`config.mk`:
```
export PLATFORM = sky130hd
export DESIGN_NAME = packet_filter_crc_dc_free_mode
export DESIGN_NICKNAME = d
export VERILOG_FILES = /design/src/pkt_pkg.sv /design/src/packet_filter_crc_dc_free_mode.sv
export SDC_FILE = /design/constraint.sdc
export NUM_CORES = 1
export LEC_CHECK = 0
export ABC_AREA = 0
export BUFFER_PORTS_ARGS = -buffer_cell sky130_fd_sc_hd__buf_2
export CORE_MARGIN = 8
export CORE_UTILIZATION = 40
export CTS_BUF_LIST = sky130_fd_sc_hd__clkbuf_4
export DETAILED_ROUTE_END_ITERATION = 8
export SLEW_MARGIN = 20
export SYNTH_ARGS = -nofsm -noshare
export SYNTH_HDL_FRONTEND = slang
export SYNTH_SLANG_ARGS = --single-unit
```
`constraint.sdc`:
```
create_clock -name core_clk_i -period 9 [get_ports core_clk_i]
set_clock_uncertainty 0.2 [all_clocks]
set_input_delay 1.8 -clock core_clk_i [delete_from_list [all_inputs] [get_ports core_clk_i]]
set_output_delay 1.8 -clock core_clk_i [all_outputs]
set_load 0.1 [all_outputs]
```
`src/pkt_pkg.sv`:
```
package pkt_pkg;
  // FIFO geometry: 64 entries, pointers carry one wrap bit.
  localparam int          FIFO_AW    = 6;
  localparam int          PTR_W      = 7;
  localparam logic [6:0]  FIFO_DEPTH = 7'h40;
  localparam int          SYNC_W     = 32;
  // Checksum variants.
  localparam logic [15:0] CCITT_POLY = 16'h1021;
  localparam logic [15:0] CCITT_SEED = 16'h1D0F;
  localparam logic [15:0] IBM_POLY   = 16'h8005;
  localparam logic [15:0] IBM_SEED   = 16'hFFFF;
  // Whitening generator seed.
  localparam logic [8:0]  WHITE_SEED = 9'h1FF;
  // Line coding and address filter selections.
  localparam logic [1:0]  DC_MANCH   = 2'h1;
  localparam logic [1:0]  DC_WHITE   = 2'h2;
  localparam logic [1:0]  ADDR_NODE  = 2'h1;
  localparam logic [1:0]  ADDR_BOTH  = 2'h2;
  // Sizes of the length field handling and end values of the bit and sync counters.
  localparam logic [11:0] LEN_OPEN   = 12'hFFF;
  localparam logic [11:0] CRC_BYTES  = 12'h002;
  localparam logic [2:0]  LAST_BIT   = 3'h7;
  localparam logic [4:0]  LAST_SYNC  = 5'h1F;
  typedef enum logic {
    RX_HUNT = 1'b0,
    RX_DATA = 1'b1
  } rx_state_type;
  typedef enum logic [1:0] {
    TX_IDLE = 2'b00,
    TX_SYNC = 2'b01,
    TX_DATA = 2'b10,
    TX_DONE = 2'b11
  } tx_state_type;
endpackage

```
`src/packet_filter_crc_dc_free_mode.sv`:
```
`timescale 1ns/100ps
module packet_filter_crc_dc_free_mode (
  // Clock and reset.
  input  wire logic        core_clk_i,
  input  wire logic        resetn_i,
  // Air side.
  input  wire logic        sym_tick_i,
  input  wire logic        rx_sym_i,
  output logic             tx_sym_o,
  output logic             tx_active_o,
  output logic             packet_sent_o,
  // Operating mode.
  input  wire logic        rx_mode_i,
  input  wire logic        tx_mode_i,
  // Configuration.
  input  wire logic [31:0] sync_value_i,
  input  wire logic        packet_format_i,
  input  wire logic [10:0] payload_length_d_i,
  input  wire logic [1:0]  address_filter_mode_i,
  input  wire logic [7:0]  node_address_b_i,
  input  wire logic [7:0]  broadcast_address_c_i,
  input  wire logic        crc_enable_i,
  input  wire logic        crc_autoclear_off_f_i,
  input  wire logic        crc_type_select_i,
  input  wire logic [1:0]  dc_free_mode_i,
  input  wire logic        beacon_enable_i,
  input  wire logic [5:0]  fifo_threshold_i,
  // Host FIFO port.
  input  wire logic        fifo_wr_i,
  input  wire logic [7:0]  fifo_wr_data_i,
  input  wire logic        fifo_rd_i,
  output logic [7:0]       fifo_rd_data_o,
  input  wire logic        fifo_overrun_clr_i,
  // Status.
  output logic             sync_address_match_a_o,
  output logic             crc_ok_e_o,
  output logic             payload_ready_g_o,
  output logic             fifo_empty_flag_o,
  output logic             fifo_full_flag_o,
  output logic             fifo_level_flag_o,
  output logic             fifo_overrun_h_o
);
  typedef struct packed {
    logic                rx_s1;
    logic                rx_s2;
    pkt_pkg::rx_state_type rx_state;
    logic [31:0]         rx_shift;
    logic                rx_half;
    logic                rx_first;
    logic [2:0]          rx_bits;
    logic [11:0]         rx_idx;
    logic [11:0]         rx_total;
    logic [15:0]         rx_crc;
    logic [8:0]          rx_lfsr;
    logic [6:0]          wp_start;
    pkt_pkg::tx_state_type tx_state;
    logic [31:0]         tx_shift;
    logic [4:0]          tx_bits;
    logic                tx_half;
    logic [11:0]         tx_left;
    logic [1:0]          tx_phase;
    logic [15:0]         tx_crc;
    logic [8:0]          tx_lfsr;
    logic                tx_sym;
    logic                tx_active;
    logic                packet_sent;
    logic                tx_mode_d;
    logic [6:0]          rd_save;
    logic [6:0]          wr;
    logic [6:0]          rd;
    logic [7:0]          rd_data;
    logic                empty;
    logic                full;
    logic                level;
    logic                overrun;
    logic                match;
    logic                crc_ok;
    logic                ready;
  } state_type;

  state_type   s;
  state_type   n;
  logic [7:0]  mem [0:63];
  logic        mem_we;
  logic [7:0]  mem_wdata;
  logic [7:0]  mem_rd;
  logic        manch;
  logic        white;
  logic        bit_in;
  logic        tx_raw;
  logic [7:0]  rbyte;
  logic        rx_push;
  logic        tx_pop;
  logic        flush;
  logic        len_bad;
  logic        addr_bad;
  logic        crc_fail;
  logic        crc_pass;
  logic        rx_end;
  logic [15:0] seed;
  logic [15:0] tx_final;
  logic [6:0]  cnt;

  // One checksum step on a single bit, most significant bit first.
  function automatic logic [15:0] crc_step(input logic [15:0] c, input logic b,
                                           input logic t);
    crc_step = {c[14:0], 1'b0} ^ ((c[15] ^ b) ? (t ? pkt_pkg::IBM_POLY
                                                  : pkt_pkg::CCITT_POLY) : 16'h0000);
  endfunction

  // One step of the x^9 + x^5 + 1 whitening generator.
  function automatic logic [8:0] lfsr_step(input logic [8:0] l);
    lfsr_step = {l[0] ^ l[5], l[8:1]};
  endfunction

  assign mem_rd = mem[s.rd[pkt_pkg::FIFO_AW-1:0]];
  assign manch  = (dc_free_mode_i == pkt_pkg::DC_MANCH);
  assign white  = (dc_free_mode_i == pkt_pkg::DC_WHITE);
  assign seed   = crc_type_select_i ? pkt_pkg::IBM_SEED : pkt_pkg::CCITT_SEED;
  assign tx_raw = s.tx_shift[31];

  // Next-state logic for receiver, transmitter and FIFO.
  always_comb begin
    n         = s;
    mem_we    = 1'b0;
    mem_wdata = fifo_wr_data_i;
    bit_in    = 1'b0;
    rbyte     = 8'h00;
    rx_push   = 1'b0;
    tx_pop    = 1'b0;
    flush     = 1'b0;
    len_bad   = 1'b0;
    addr_bad  = 1'b0;
    crc_fail  = 1'b0;
    crc_pass  = 1'b0;
    rx_end    = 1'b0;
    tx_final  = 16'h0000;
    cnt       = 7'h00;
    n.rx_s1   = rx_sym_i;
    n.rx_s2   = s.rx_s1;
    n.packet_sent = 1'b0;
    n.tx_mode_d   = tx_mode_i;
    // Clears come first so that a set in the same cycle wins.
    if (s.empty) begin
      n.ready = 1'b0;
    end
    if (fifo_overrun_clr_i) begin
      n.overrun = 1'b0;
      flush     = 1'b1;
    end
    // Receiver.
    if (!rx_mode_i) begin
      n.rx_state = pkt_pkg::RX_HUNT;
      n.match    = 1'b0;
    end else if (sym_tick_i) begin
      unique case (s.rx_state)
        pkt_pkg::RX_HUNT: begin
          n.rx_shift = {s.rx_shift[30:0], s.rx_s2};
          if ({s.rx_shift[30:0], s.rx_s2} == sync_value_i) begin
            n.rx_state = pkt_pkg::RX_DATA;
            n.match    = 1'b1;
            n.crc_ok   = 1'b0;
            n.rx_idx   = 12'h000;
            n.rx_bits  = 3'h0;
            n.rx_half  = 1'b0;
            n.rx_total = packet_format_i ? pkt_pkg::LEN_OPEN : {1'b0, payload_length_d_i};
            n.rx_crc   = seed;
            n.rx_lfsr  = pkt_pkg::WHITE_SEED;
            n.wp_start = s.wr;
          end
        end
        pkt_pkg::RX_DATA: begin
          if (manch && !s.rx_half) begin
            n.rx_half  = 1'b1;
            n.rx_first = s.rx_s2;
          end else begin
            n.rx_half = 1'b0;
            // The first half of a Manchester pair carries the bit.
            bit_in = (manch ? s.rx_first : s.rx_s2) ^ (white & s.rx_lfsr[0]);
            if (white) begin
              n.rx_lfsr = lfsr_step(s.rx_lfsr);
            end
            n.rx_shift = {s.rx_shift[30:0], bit_in};
            if (s.rx_idx < s.rx_total) begin
              n.rx_crc = crc_step(s.rx_crc, bit_in, crc_type_select_i);
            end
            n.rx_bits = s.rx_bits + 3'h1;
            if (s.rx_bits == pkt_pkg::LAST_BIT) begin
              rbyte    = {s.rx_shift[6:0], bit_in};
              n.rx_idx = s.rx_idx + 12'h001;
              if (packet_format_i && s.rx_idx == 12'h000) begin
                len_bad    = ({3'h0, rbyte} >= payload_length_d_i);
                n.rx_total = {4'h0, rbyte} + 12'h001;
              end
              if (s.rx_idx == {11'h000, packet_format_i} &&
                  (address_filter_mode_i == pkt_pkg::ADDR_NODE ||
                   address_filter_mode_i == pkt_pkg::ADDR_BOTH)) begin
                addr_bad = (rbyte != node_address_b_i) &&
                           !(address_filter_mode_i == pkt_pkg::ADDR_BOTH &&
                             rbyte == broadcast_address_c_i);
              end
              if (len_bad || addr_bad) begin
                n.rx_state = pkt_pkg::RX_HUNT;
                n.match    = 1'b0;
              end else begin
                rx_push = (s.rx_idx < s.rx_total);
                rx_end  = (n.rx_idx == n.rx_total + (crc_enable_i ? pkt_pkg::CRC_BYTES
                                                                  : 12'h000));
              end
              if (rx_end) begin
                n.rx_state = pkt_pkg::RX_HUNT;
                crc_pass   = (n.rx_shift[15:0] ==
                              (crc_type_select_i ? s.rx_crc : ~s.rx_crc));
                crc_fail   = crc_enable_i && !crc_pass;
                n.crc_ok   = crc_enable_i && crc_pass;
                if (!crc_fail || crc_autoclear_off_f_i) begin
                  n.ready = 1'b1;
                end else begin
                  flush = 1'b1;
                end
              end
            end
          end
        end
      endcase
    end
    // Transmitter.
    if (!tx_mode_i) begin
      n.tx_state  = pkt_pkg::TX_IDLE;
      n.tx_active = 1'b0;
      n.tx_sym    = 1'b0;
    end else if (sym_tick_i) begin
      unique case (s.tx_state)
        pkt_pkg::TX_IDLE: begin
          if (!s.empty) begin
            n.tx_state  = pkt_pkg::TX_SYNC;
            n.tx_shift  = sync_value_i;
            n.tx_bits   = 5'h00;
            n.tx_active = 1'b1;
          end
        end
        pkt_pkg::TX_SYNC: begin
          n.tx_sym   = tx_raw;
          n.tx_shift = {s.tx_shift[30:0], 1'b0};
          n.tx_bits  = s.tx_bits + 5'h01;
          if (s.tx_bits == pkt_pkg::LAST_SYNC) begin
            tx_pop     = 1'b1;
            n.tx_state = pkt_pkg::TX_DATA;
            n.tx_shift = {mem_rd, 24'h000000};
            n.tx_left  = packet_format_i ? {4'h0, mem_rd}
                                         : {1'b0, payload_length_d_i} - 12'h001;
            n.tx_bits  = 5'h00;
            n.tx_half  = 1'b0;
            n.tx_phase = 2'h0;
            n.tx_crc   = seed;
            n.tx_lfsr  = pkt_pkg::WHITE_SEED;
          end
        end
        pkt_pkg::TX_DATA: begin
          if (manch && s.tx_half) begin
            n.tx_sym  = ~s.tx_sym;
            n.tx_half = 1'b0;
          end else begin
            n.tx_sym  = tx_raw ^ (white & s.tx_lfsr[0]);
            n.tx_half = manch;
            if (white) begin
              n.tx_lfsr = lfsr_step(s.tx_lfsr);
            end
            if (s.tx_phase == 2'h0) begin
              n.tx_crc = crc_step(s.tx_crc, tx_raw, crc_type_select_i);
            end
          end
          if (!(manch && !s.tx_half)) begin
            n.tx_shift = {s.tx_shift[30:0], 1'b0};
            n.tx_bits  = s.tx_bits + 5'h01;
            tx_final   = crc_type_select_i ? n.tx_crc : ~n.tx_crc;
            if (s.tx_bits[2:0] == pkt_pkg::LAST_BIT) begin
              n.tx_bits = 5'h00;
              if (s.tx_phase == 2'h0 && s.tx_left != 12'h000) begin
                tx_pop     = 1'b1;
                n.tx_shift = {mem_rd, 24'h000000};
                n.tx_left  = s.tx_left - 12'h001;
              end else if (crc_enable_i && s.tx_phase != 2'h2) begin
                n.tx_shift = {(s.tx_phase == 2'h0) ? tx_final[15:8] : tx_final[7:0],
                              24'h000000};
                n.tx_phase = s.tx_phase + 2'h1;
              end else begin
                n.tx_state    = pkt_pkg::TX_DONE;
                n.tx_active   = 1'b0;
                n.packet_sent = 1'b1;
              end
            end
          end
        end
        pkt_pkg::TX_DONE: begin
          n.tx_sym = 1'b0;
        end
      endcase
    end
    // FIFO write side: the receiver has priority over the host.
    if (rx_push || (fifo_wr_i && !tx_mode_i)) begin
      if (s.full) begin
        n.overrun = 1'b1;
      end else begin
        mem_we    = 1'b1;
        mem_wdata = rx_push ? rbyte : fifo_wr_data_i;
        n.wr      = s.wr + 7'h01;
      end
    end
    if (len_bad || addr_bad) begin
      n.wr = s.wp_start;
    end
    // FIFO read side: the transmitter has priority over the host.
    if (tx_pop) begin
      n.rd = s.rd + 7'h01;
    end else if (fifo_rd_i && !s.empty) begin
      n.rd_data = mem_rd;
      n.rd      = s.rd + 7'h01;
    end
    if (tx_mode_i && !s.tx_mode_d) begin
      n.rd_save = s.rd;
    end
    if (!tx_mode_i && s.tx_mode_d && beacon_enable_i) begin
      n.rd = s.rd_save;
    end
    if (flush) begin
      n.rd = n.wr;
    end
    // Flags follow the new pointers so they are registered outputs.
    cnt     = n.wr - n.rd;
    n.empty = (cnt == 7'h00);
    n.full  = (cnt == pkt_pkg::FIFO_DEPTH);
    n.level = (cnt > {1'b0, fifo_threshold_i});
  end

  // State register.
  always_ff @(posedge core_clk_i or negedge resetn_i) begin
    if (!resetn_i) begin
      s          <= '0;
      s.rx_lfsr  <= pkt_pkg::WHITE_SEED;
      s.tx_lfsr  <= pkt_pkg::WHITE_SEED;
      s.empty    <= 1'b1;
    end else begin
      s <= n;
    end
  end

  // FIFO storage.
  always_ff @(posedge core_clk_i) begin
    if (mem_we) begin
      mem[s.wr[pkt_pkg::FIFO_AW-1:0]] <= mem_wdata;
    end
  end

  assign tx_sym_o               = s.tx_sym;
  assign tx_active_o            = s.tx_active;
  assign packet_sent_o          = s.packet_sent;
  assign fifo_rd_data_o         = s.rd_data;
  assign sync_address_match_a_o = s.match;
  assign crc_ok_e_o             = s.crc_ok;
  assign payload_ready_g_o      = s.ready;
  assign fifo_empty_flag_o      = s.empty;
  assign fifo_full_flag_o       = s.full;
  assign fifo_level_flag_o      = s.level;
  assign fifo_overrun_h_o       = s.overrun;
endmodule

```
==> flow_metrics.env <==
export IMPL_outcome="complete, no violations"
export IMPL_viasPerCell=5.64
export IMPL_start_kind="input port"
export IMPL_finalNetCount=2694
export IMPL_period_share=0.796
export IMPL_numCtsBuffers=187
export IMPL_antenna_found_initial=6
export IMPL_die_area_um2=93500
export IMPL_max_clock_path_buffers=3
export IMPL_drive_gt1_frac=0.269
export IMPL_period_minus_slack_ps=7160
export IMPL_clk_latency_ps=1070
export IMPL_drc=0
export IMPL_r2r_start="s[213]$_DFF_PN0_"
export IMPL_synthXorXnorAreaFrac=0.0363
export IMPL_dp_slack_ps=849
export IMPL_holdBufCountCts=0
export IMPL_syn2layout_area_growth_pct=12.1
export IMPL_cts_resized_gates=0
export IMPL_yosys_warnings=0
export IMPL_p_per_area_nw_per_um2=272
export IMPL_synthesis_area_per_instance_um2=14.2
export IMPL_routedWlPerCell_um=23.1
export IMPL_dr_pass1_iters=6
export IMPL_htreeDepth=4
export IMPL_power_frac_seq=0.411
export IMPL_rsz0062_at_grt="false"
export IMPL_cts_tree="built"
export IMPL_hpwl_um=57400
export IMPL_swShare=0.345
export IMPL_synth_top_area_share=0.458
export IMPL_cts_sinks=726
export IMPL_synth_top_area_cell="edfxtp_1"
export IMPL_synth_top_family_by_area="multiplexers"
export IMPL_power_clock_fraction=0.282
export IMPL_worst_ep_required_time_ps=9680
export IMPL_ys_ff_latch=726
export IMPL_yosys_area_share_simple=0.0827
export IMPL_register_area_um2=20800
export IMPL_slew_limit_headroom=0.237
export IMPL_drt_wl_total_um=87300
export IMPL_synth_compound_area_share=0.0790
export IMPL_startpoint="dc_free_mode_i[0]"
export IMPL_hp_class="reg -> reg"
export IMPL_core_area_um2=83400
export IMPL_yosys_mux_area_fraction=0.140
export IMPL_cp_data_arrival_time_ps=7850
export IMPL_rows=106
export IMPL_initial_utilization=0.403
export IMPL_synth_area_um2=33600
export IMPL_setup_viol=0
export IMPL_synth_edf_count=512
export IMPL_portBuffers=108
export IMPL_path_max_fanout=17
export IMPL_synthFlopType="edfxtp_1"
export IMPL_end_kind="flip-flop"
export IMPL_max_cap_violations=0
export IMPL_synth_adder_area_share=0.0186
export IMPL_power_frac_comb=0.308
export IMPL_die_h_um=306
export IMPL_largest_register_ffs=512
export IMPL_yosysSeqAreaShare=0.618
export IMPL_synth_distinct_cells=89
export IMPL_first_global_vias=22000
export IMPL_die_w_um=306
export IMPL_setup_slack_ps=1840
export IMPL_p_switching_mw=3.53
export IMPL_hold_violations=0
export IMPL_hp_start="n[213]$_DFF_PN0_"
export IMPL_num_vias=21300
export IMPL_multiInputGateArea_um2=12000
export IMPL_synthTopCellsByArea="edfxtp_1, dfrtp_1, mux4_2"
export IMPL_grt_max_degree=109
export IMPL_nFillCells=7459
export IMPL_ir_drop_v=0.000152
export IMPL_grt_total_usage=0.186
export IMPL_root_buffer="clkbuf_4"
export IMPL_critPathKind="in -> reg"
export IMPL_synth_nets=2508
export IMPL_grt_overflow_total=0
export IMPL_gp_congestion=0.870
export IMPL_clkTransAtPathRegs_ps=70
export IMPL_max_slew_worst_pin_slew_ps=1130
export IMPL_ant_nets=0
export IMPL_ios=109
export IMPL_synth_cells=2367
export IMPL_final_setup_tns_ps=0
export IMPL_internal_power_mw=6.72
export IMPL_first_iter_violations=1700
export IMPL_grt_pass1_wl_um=134000
export IMPL_fmax_ghz=0.140
export IMPL_p_leak_nw=13.6
export IMPL_async_flop_share=0.295
export IMPL_slew_violations=0
export IMPL_cts_setup_buffers=0
-- cells by family after synthesis --
kind of cell / count (synthesis)
AO/OA/AOI/OAI: 422
AND/OR/NAND/NOR: 566
adder cells (fa/ha/maj): 50
buffers and inverters: 214
flip-flops: 726
multiplexers: 253
XOR/XNOR: 136
-- through the flow --
step	util	std cells	power (mW)	cell area, um2	hold WS [ps]
floorplan	-	2367	6.42	33600	131
global placement	0.422	3444	7.41	35200	140
detailed placement	0.422	3444	7.45	35200	138
CTS	0.451	3774	10.4	37600	162
global route	0.451	3778	10.8	37700	167
finish	0.451	3779	10.3	37700	161
-- synthesized netlist by cell type (8+ instances only) --
library cell  number
or3_1             10
mux4_2           168
clkbuf_1         102
a21oi_1          106
and3_1            13
xnor2_1           98
or2_2              8
dfrtp_1          195
a222oi_1           8
a211oi_1          16
buf_1             23
nor2b_1           39
inv_1             72
o22ai_1            8
dfstp_2           19
edfxtp_1         512
nor3_1            42
o21ai_0          141
nor4_1            14
a21o_1            18
mux2i_1           26
mux2_2            59
a31oi_1           36
xor2_1            36
nand2_1          161
nand4_1           28
nor2_1           149
nand3_1           38
buf_4              8
nand2b_1          18
ha_1              50
and2_1            12
-- metal layers --
metal / up-vias / part of all wire / global-route usage
met5: - / 0 / 0
met4: 0 / 0.035 / 0.0793
met3: 200 / 0.071 / 0.0447
met2: 794 / 0.48 / 0.302
met1: 10800 / 0.41 / 0.238
li1: 9576 / - / -
-- power groups by stage --
stage                     sequential, mW  combinational [mW]  clock (mW)
after CTS                           4.21                3.18        2.99
final                               4.21                3.15        2.89
after global placement              4.27                3.15           0
after floorplan                     4.10                2.31           0
after global routing                4.24                3.38        3.15
after detailed placement            4.28                3.17           0
-- worst max-delay path: stages --
cell and delay, ps:
buf_2 190, mux2i_1 140, a221oi_4 650, ha_1 360
nand2_1 90, or3_1 400, and2_1 220, a2111oi_4 270
o2111ai_2 150, xnor2_1 180, or4_4 550, nor4b_2 480
nor2_2 270, mux2i_1 200, ha_1 290, o21ai_0 110
o31ai_1 110, a21oi_1 270, a41oi_1 180, xnor2_1 280
ha_1 290, a21oi_1 110, o21ai_0 80, o21ai_0 70
nand2_1 70
-- cell type report --
type / instances / share of cell area
multi-input combinational: 1427 / 0.320
clock buffer: 281 / 0.0560
tap: 1080 / 0.0359
sequential: 726 / 0.551
antenna: 5 / 0.000332
clock inverter: 49 / 0.00867
timing repair buffer: 136 / 0.0205
inverter: 75 / 0.00754
-- cell usage in the layout (no fill, tap or decap), types with 36 or more instances in the layout --
cell        n
dfrtp_1   191
clkbuf_4  281
inv_1      72
nand3_1    38
a31oi_1    36
mux4_2    168
nand2_1   161
nor2b_1    39
mux2_2     59
a21oi_1   104
ha_1       49
edfxtp_1  512
o21ai_0   140
xor2_1     36
xnor2_1    98
nor2_1    149
nor3_1     41
buf_2     107
-- path summary, 6_finish.rpt --
kind,end,slack (ps),cells past startpoint
max reg2reg,fifo_level_flag_o$_DFF_PN0_,2230,24
min in group asynchronous,s[158]$_DFFE_PN0P_,560,1
min reg2reg,s[213]$_DFF_PN0_,160,0
min,s[213]$_DFF_PN0_,160,0
max,fifo_level_flag_o$_DFF_PN0_,1840,25
max in group asynchronous,fifo_rd_data_o[7]$_DFFE_PN0P_,6480,2
No activity file was read; power rests on OpenSTA's default activity.
